<file path="config.mk">
export PLATFORM = sky130hd
export DESIGN_NAME = dec_monitor
export DESIGN_NICKNAME = d
export VERILOG_FILES = /design/src/hw/dec_pkg.sv /design/src/hw/dec_monitor.sv /design/src/hw/dec_delay_line.sv
export SDC_FILE = /design/constraint.sdc
export NUM_CORES = 1
export LEC_CHECK = 0
export BUFFER_PORTS_ARGS = -buffer_cell sky130_fd_sc_hd__buf_2
export CAP_MARGIN = 15
export CORE_ASPECT_RATIO = 0.6
export CORE_MARGIN = 2
export CORE_UTILIZATION = 45
export CTS_CLUSTER_DIAMETER = 30
export DETAILED_ROUTE_END_ITERATION = 6
export GPL_TIMING_DRIVEN = 1
export PLACE_DENSITY_LB_ADDON = 0.2
export SLEW_MARGIN = 20
export SYNTH_ARGS = -nofsm -noshare
export SYNTH_HDL_FRONTEND = slang
export SYNTH_SLANG_ARGS = --single-unit
</file>
<file path="constraint.sdc">
create_clock -name clk -period 4.4 [get_ports clk]
set_input_delay 0.88 -clock clk [delete_from_list [all_inputs] [get_ports clk]]
set_output_delay 0.88 -clock clk [all_outputs]
set_load 0.01 [all_outputs]
</file>
<file path="src/hw/dec_pkg.sv">
// package for the dual event counter monitor: register selects, field positions, timing
// assumes one core clock; registers reached through model register read/write ops
package dec_pkg;
   localparam int CNT_W = 40;
   localparam int CODE_W = 6;
   // register selects carried on the model register op address
   localparam logic [1:0] SEL_CTRL = 2'h0;
   localparam logic [1:0] SEL_CNT0 = 2'h1;
   localparam logic [1:0] SEL_CNT1 = 2'h2;
   // field positions inside count_control_register
   localparam int CODE_A_LSB = 0;
   localparam int MODE_A_LSB = 6;
   localparam int PINF_A_BIT = 9;
   localparam int CODE_B_LSB = 16;
   localparam int MODE_B_LSB = 22;
   localparam int PINF_B_BIT = 25;
   localparam logic [31:0] CTRL_RESET = 32'h0000_0000;
   localparam logic [31:0] CTRL_MASK = 32'h03FF_03FF;
   localparam logic [39:0] CNT_RESET = 40'h00_0000_0000;
   // overflow indication delay, in clocks
   localparam int OVF_DELAY_CLK = 5;
   localparam logic [1:0] PL_KERNEL = 2'h0;
   localparam logic [1:0] PL_USER = 2'h3;
endpackage

</file>
<file path="src/hw/dec_monitor.sv">
// dual 40-bit event / duration counter with control register and monitor pins
// assumes event inputs and privilege level synchronous to clk; software-side ops
// arrive as one-cycle strobes from the core's model register unit
`timescale 1ns/100ps
module dec_monitor
   import dec_pkg::*;
(
   input wire logic clk,
   input wire logic rstn,
   // core state and event sources
   input wire logic [1:0] current_privilege_level,
   input wire logic [63:0] event_hit,
   input wire logic [63:0] event_double,
   input wire logic [63:0] condition_true,
   // model register access
   input wire logic model_register_read_op,
   input wire logic model_register_write_op,
   input wire logic [1:0] reg_select,
   input wire logic [39:0] reg_wdata,
   output logic [39:0] reg_rdata,
   output logic reg_rvalid,
   output logic reg_fault,
   // debugger pin takeover
   input wire logic breakpoint_mode,
   input wire logic [1:0] breakpoint_match,
   // monitor pins
   output logic monitor_pin_a,
   output logic monitor_pin_b,
   // current control value, for observation
   output logic [31:0] count_control_register
);
   logic rst_sync1;
   logic rst_n;
   logic [CNT_W-1:0] event_counter_0;
   logic [CNT_W-1:0] event_counter_1;
   logic priv_ok;
   logic wr_ok;
   logic rd_ok;

   // reset released through two flops; asserts asynchronously
   always_ff @(posedge clk or negedge rstn) begin
      if (!rstn) begin
         rst_sync1 <= 1'b0;
         rst_n <= 1'b0;
      end else begin
         rst_sync1 <= 1'b1;
         rst_n <= rst_sync1;
      end
   end

   assign priv_ok = (current_privilege_level == PL_KERNEL);
   assign wr_ok = model_register_write_op && priv_ok;
   assign rd_ok = model_register_read_op && priv_ok;

   // per-counter decode
   logic [CODE_W-1:0] code [2];
   logic [2:0] mode [2];
   logic pin_ovf [2];
   logic [1:0] inc_amt [2];
   logic counting [2];
   logic ovf [2];
   logic [CNT_W:0] sum [2];

   assign code[0] = count_control_register[CODE_A_LSB +: CODE_W];
   assign code[1] = count_control_register[CODE_B_LSB +: CODE_W];
   assign mode[0] = count_control_register[MODE_A_LSB +: 3];
   assign mode[1] = count_control_register[MODE_B_LSB +: 3];
   assign pin_ovf[0] = count_control_register[PINF_A_BIT];
   assign pin_ovf[1] = count_control_register[PINF_B_BIT];

   always_comb begin
      for (int i = 0; i < 2; i++) begin
         logic lvl_ok;
         logic hit;
         lvl_ok = 1'b0;
         hit = 1'b0;
         // modes 000 and 100 enable no level, so nothing counts
         lvl_ok = (current_privilege_level == PL_USER) ? mode[i][1] : mode[i][0];
         if (mode[i][2]) begin
            // duration: one per clock the condition holds
            hit = condition_true[code[i]];
            inc_amt[i] = (lvl_ok && hit) ? 2'h1 : 2'h0;
         end else begin
            // occurrences: up to two per clock
            hit = event_hit[code[i]];
            inc_amt[i] = !(lvl_ok && hit) ? 2'h0 : (event_double[code[i]] ? 2'h2 : 2'h1);
         end
         counting[i] = (inc_amt[i] != 2'h0);
      end
   end

   assign sum[0] = {1'b0, event_counter_0} + {39'h0, inc_amt[0]};
   assign sum[1] = {1'b0, event_counter_1} + {39'h0, inc_amt[1]};
   // carry out of bit 39 is overflow
   assign ovf[0] = sum[0][CNT_W];
   assign ovf[1] = sum[1][CNT_W];

   // control register: whole-word writes only, software keeps the other half
   always_ff @(posedge clk or negedge rst_n) begin
      if (!rst_n) begin
         count_control_register <= CTRL_RESET;
      end else if (wr_ok && reg_select == SEL_CTRL) begin
         count_control_register <= reg_wdata[31:0] & CTRL_MASK;
      end
   end

   // counters: a software write wins over counting in that clock, so a preset
   // lands exactly; stop-then-preset before event change is software's job
   always_ff @(posedge clk or negedge rst_n) begin
      if (!rst_n) begin
         event_counter_0 <= CNT_RESET;
      end else if (wr_ok && reg_select == SEL_CNT0) begin
         event_counter_0 <= reg_wdata;
      end else begin
         event_counter_0 <= sum[0][CNT_W-1:0]; // wraps to zero
      end
   end

   always_ff @(posedge clk or negedge rst_n) begin
      if (!rst_n) begin
         event_counter_1 <= CNT_RESET;
      end else if (wr_ok && reg_select == SEL_CNT1) begin
         event_counter_1 <= reg_wdata;
      end else begin
         event_counter_1 <= sum[1][CNT_W-1:0]; // wraps to zero
      end
   end

   // read answer one clock after the op; denied ops flag a fault instead
   always_ff @(posedge clk or negedge rst_n) begin
      if (!rst_n) begin
         reg_rdata <= CNT_RESET;
         reg_rvalid <= 1'b0;
         reg_fault <= 1'b0;
      end else begin
         reg_rvalid <= rd_ok;
         reg_fault <= (model_register_read_op || model_register_write_op) && !priv_ok;
         if (rd_ok) begin
            unique case (reg_select)
               SEL_CTRL: reg_rdata <= {8'h00, count_control_register};
               SEL_CNT0: reg_rdata <= event_counter_0;
               SEL_CNT1: reg_rdata <= event_counter_1;
               default: reg_rdata <= 40'h00_0000_0000;
            endcase
         end
      end
   end

   // pin path: increment indication registered twice (one pulse per clock even
   // when adding two, held through a duration interval); overflow runs through
   // the five-stage delay line and the pin flop so it appears six clocks later
   logic inc_q [2];
   logic ovf_late [2];
   logic pin_q [2];

   genvar g;
   generate
      for (g = 0; g < 2; g++) begin : g_pin
         dec_delay_line #(
            .DEPTH(OVF_DELAY_CLK)
         ) u_ovf_delay (
            .clk(clk),
            .rst_n(rst_n),
            .d(ovf[g] && !(wr_ok && reg_select == (g == 0 ? SEL_CNT0 : SEL_CNT1))),
            .q(ovf_late[g])
         );

         always_ff @(posedge clk or negedge rst_n) begin
            if (!rst_n) begin
               inc_q[g] <= 1'b0;
               pin_q[g] <= 1'b0;
            end else begin
               inc_q[g] <= counting[g];
               if (breakpoint_mode) begin
                  pin_q[g] <= breakpoint_match[g];
               end else if (pin_ovf[g]) begin
                  pin_q[g] <= ovf_late[g];
               end else begin
                  pin_q[g] <= inc_q[g];
               end
            end
         end
      end
   endgenerate

   assign monitor_pin_a = pin_q[0];
   assign monitor_pin_b = pin_q[1];
endmodule

</file>
<file path="src/hw/dec_delay_line.sv">
// fixed delay line of single-bit pulses
// assumes a synchronous clock and the released internal reset
`timescale 1ns/100ps
module dec_delay_line #(
   parameter int DEPTH = 5
) (
   input wire logic clk,
   input wire logic rst_n,
   input wire logic d,
   output logic q
);
   logic [DEPTH-1:0] stage;

   always_ff @(posedge clk or negedge rst_n) begin
      if (!rst_n) begin
         stage <= '0;
      end else begin
         stage <= {stage[DEPTH-2:0], d};
      end
   end

   assign q = stage[DEPTH-1];
endmodule

</file>
==> key figures <==
Setup path
  – Critical path cell sequence: buf_4 > buf_12 > mux4_2 > a22oi_2 > a31oi_2 > a31oi_1 > a22oi_1 > o21bai_1 > ha_2 > inv_1 > fa_2 > nand3b_1 > nor4_4 > buf_4 > nand2_1 > or3_1 > a31oi_1
  – Arrival time worst endpoint: 4580 ps
  – Worst R2R End: event_counter_0[24]
  – Worst-path maximum fanout: 8
  – Setup slack, reg-to-reg: 160 ps
  – Reg-to-reg startpoint: count_control_register[0]
  – Reg2Reg Depth: 17
  – Crit path launch type: flop
  – Slowest CP cell: mux4_2
  – Worst path bufs/invs: 4
  – CP top delay family: compound AO/OA/AOI/OAI gates
  – Data required, critical path: 4740 ps
  – Instance count on the critical path: 17
  – CP Class: flop to flop
  – CP Capture Type: flop
  – Largest stage delay, worst path: 530 ps

Cells and area
  – Final Util: 57.6%
  – Finished Cell Area: 13900 µm²
  – Proportion of layout cells with a drive suffix above 1: 39.6%
  – Final nets: 1666
  – Commonest non-fill, non-tap cell in the layout: buf_2
  – Area growth from synthesis to layout: 25.8%
  – Fillers: 2101
  – Most frequent cells in the layout: 306 x buf_2, 172 x nor2_1, 153 x dfrtp_1, 138 x a21oi_1, 91 x mux4_2

Synth
  – Cell type with the largest total area after synthesis: dfrtp_1
  – Synthesized area: 11100 µm²
  – Ys async rst share: 100%
  – Synth warn: 0
  – Post-synth top flop: dfrtp_1
  – Avg Cell Area, Syn: 10.1 µm²
  – Seq/Total Area, Yosys: 35.7%
  – Yosys reg bits: 158
  – Number of library cell types mapped by synthesis: 59
  – EDFF count, synth: 0
  – Mapped Cells: 1099
  – Synth top area share: 35.7%
  – Synth area leaders: dfrtp_1 36%, mux4_2 19%, a21oi_1 6.3%

STA
  – Final period demand of the worst path: 4240 ps
  – Final WS setup: 161 ps
  – Layout Skew: 8.37 ps
  – Period Utilization, post-route: 96.3%
  – Slew of the pin with the lowest slew margin: 1020 ps
  – FMAX: 236 MHz
  – Count of pins over their slew limit: 0
  – Final Hold Vio Count: 0
  – Final setup fails: 0
  – Rel. slew slack: 31.8%

Placed design
  – Post-Place Worst Slack: -57.6 ps
  – DP HPWL: 29.6 mm
  – Routability Congestion: 0.942
  – Cell Area, Placed: 13200 µm²
  – Port Buffers: 306

Floorplanning
  – Io pins: 319
  – Core Region: 24200 µm²
  – Die area: 25900 µm²
  – Initial core utilization: 45.8%
  – # rows: 44
  – Chip height: 125 µm
  – Chip Width: 206 µm

Drt
  – DRT Wirelength: 37.7 mm
  – First-pass DRT Iterations: 5
  – Routed Antenna Nets: 0
  – Vias per cell: 5.94
  – # DRC: 0
  – Vias: 10400
  – Routed length per instance: 21.5 µm
  – Initial DRC count: 1026

Clock tree
  – CTS tree: built
  – Clk Latency, worst-skew pair: 430 ps
  – Root buf cell: clkbuf_16
  – Clk sinks: 158
  – Num CTS Buffers: 17
  – Worst-path clk slew: 60 ps
  – H-tree levels: 4
  – Clk buf depth: 2

Power
  – Maximum VDD drop: 0.271 mV
  – Tot Pwr: 6.35 mW
  – Pwr Density: 456 nW/µm²
  – P_leak: 5.95 nW

Global routing
  – Vias in the first global route: 9951
  – Largest net degree at the start of global routing: 98
  – Initial antenna violation count: 6
  – GR Overflow Total: 0
  – Overall routing resource usage: 29.5%
  – First-pass GRT wire length: 57.9 mm

Job
  – Maximum capacitance violations: 0

Worst hold path
  – Hold Path Class: input pin to async pin

Run status
  – Status: completed
==> worst max path at each step <==
stage | startpoint | endpoint | slack, ps
final | count_control_register[0] | event_counter_0[24] | 160
after global routing | count_control_register[0] | event_counter_0[24] | -40
after global placement | event_double[35] | event_counter_0[28] | -20
after detailed placement | event_double[31] | event_counter_1[30] | -60
after floorplan | count_control_register[0] | event_counter_0[38] | 140
after CTS | count_control_register[0] | event_counter_0[26] | 100
==> kinds of logic after synthesis <==
logic type / count (synthesis) / synth area share (%)
compound gates: 213 / 11.2
fa+ha+maj: 6 / 0.814
flops: 158 / 35.7
other cells: 2 / 0.0678
mux: 167 / 26.0
simple gates: 373 / 15.9
buf+inv: 106 / 4.41
xor+xnor: 74 / 5.86
==> Yosys cell counts (4+ instances only) <==
cell type and instances:
nor2_1 175, dfrtp_1 158, a21oi_1 139, mux4_2 91
clkbuf_1 55, xnor2_1 49, nand2_1 48, mux2i_1 42
nand3_1 39, mux2_2 32, a22oi_1 27, xor2_1 25
buf_4 20, and3_1 18, nor3_1 17, inv_1 14
nor2b_1 14, nand4_1 11, nor4_1 11, buf_1 10
o21ai_0 8, a31oi_1 6, and2_1 6, buf_2 6
nor3b_1 6, o22ai_1 6, ha_1 4, nand3b_1 4
nand4b_1 4
==> layer usage <==
| metal | global-route usage, % | up-vias | share of wire, % | wire, µm |
|---|---|---|---|---|
| li1 | - | 4695 | - | - |
| met1 | 46.9 | 5194 | 47 | 17900 |
| met2 | 38.8 | 512 | 40 | 15300 |
| met3 | 9.62 | 35 | 11 | 4240 |
| met4 | 5.46 | 2 | 0.92 | 349 |
| met5 | 0 | - | 0.024 | 9 |
==> power breakdown <==
part           total [mW]  internal (mW)  switching (mW)
clock network        1.43          0.786           0.641
registers            2.28           1.81           0.469
logic                2.64           1.34            1.30
total                6.35           3.94            2.41
==> repair_timing <==
| action | CTS | global route |
|---|---|---|
| setup buffers | 0 | 7 |
| hold buffers | 0 | 0 |
| gates resized for setup | 0 | 23 |
| setup endpoints to repair | 0 | 28 |
| hold endpoints to repair | 0 | 0 |
==> sequential cells by signal, summed over array words and instances, names as in the netlist <==
| signal | cells |
|---|---|
| rst_sync1 | 1 |
| reg_rvalid | 1 |
| monitor_pin_a | 1 |
| rst_n | 1 |
| monitor_pin_b | 1 |
| reg_rdata | 40 |
| inc_q | 2 |
| reg_fault | 1 |
| g_pin.u_ovf_delay.stage | 10 |
| count_control_register | 20 |
| event_counter_0 | 40 |
| event_counter_1 | 40 |
==> metrics by stage <==
step           hold WS (ps)  setup TNS, ps  cells
4_1_cts                 215              0   1745
3_5_place_dp            286          -79.7   1713
6_report                228              0   1757
5_1_grt                 215          -50.6   1755
3_3_place_gp            294          -72.0   1713
2_1_floorplan           331              0   1110
==> area by class of cell <==
type / instances / area, µm² / area share [%]
Antenna cell: 5 / 12.5 / 0.0898
Clock buffer: 17 / 425 / 3.05
Clock inverter: 15 / 135 / 0.970
Inverter: 14 / 52.6 / 0.377
Multi-Input combinational cell: 846 / 6770 / 48.6
Sequential cell: 158 / 3970 / 28.5
Tap cell: 322 / 403 / 2.89
Timing Repair Buffer: 380 / 2170 / 15.5
Power figures use the tool's default switching activity.
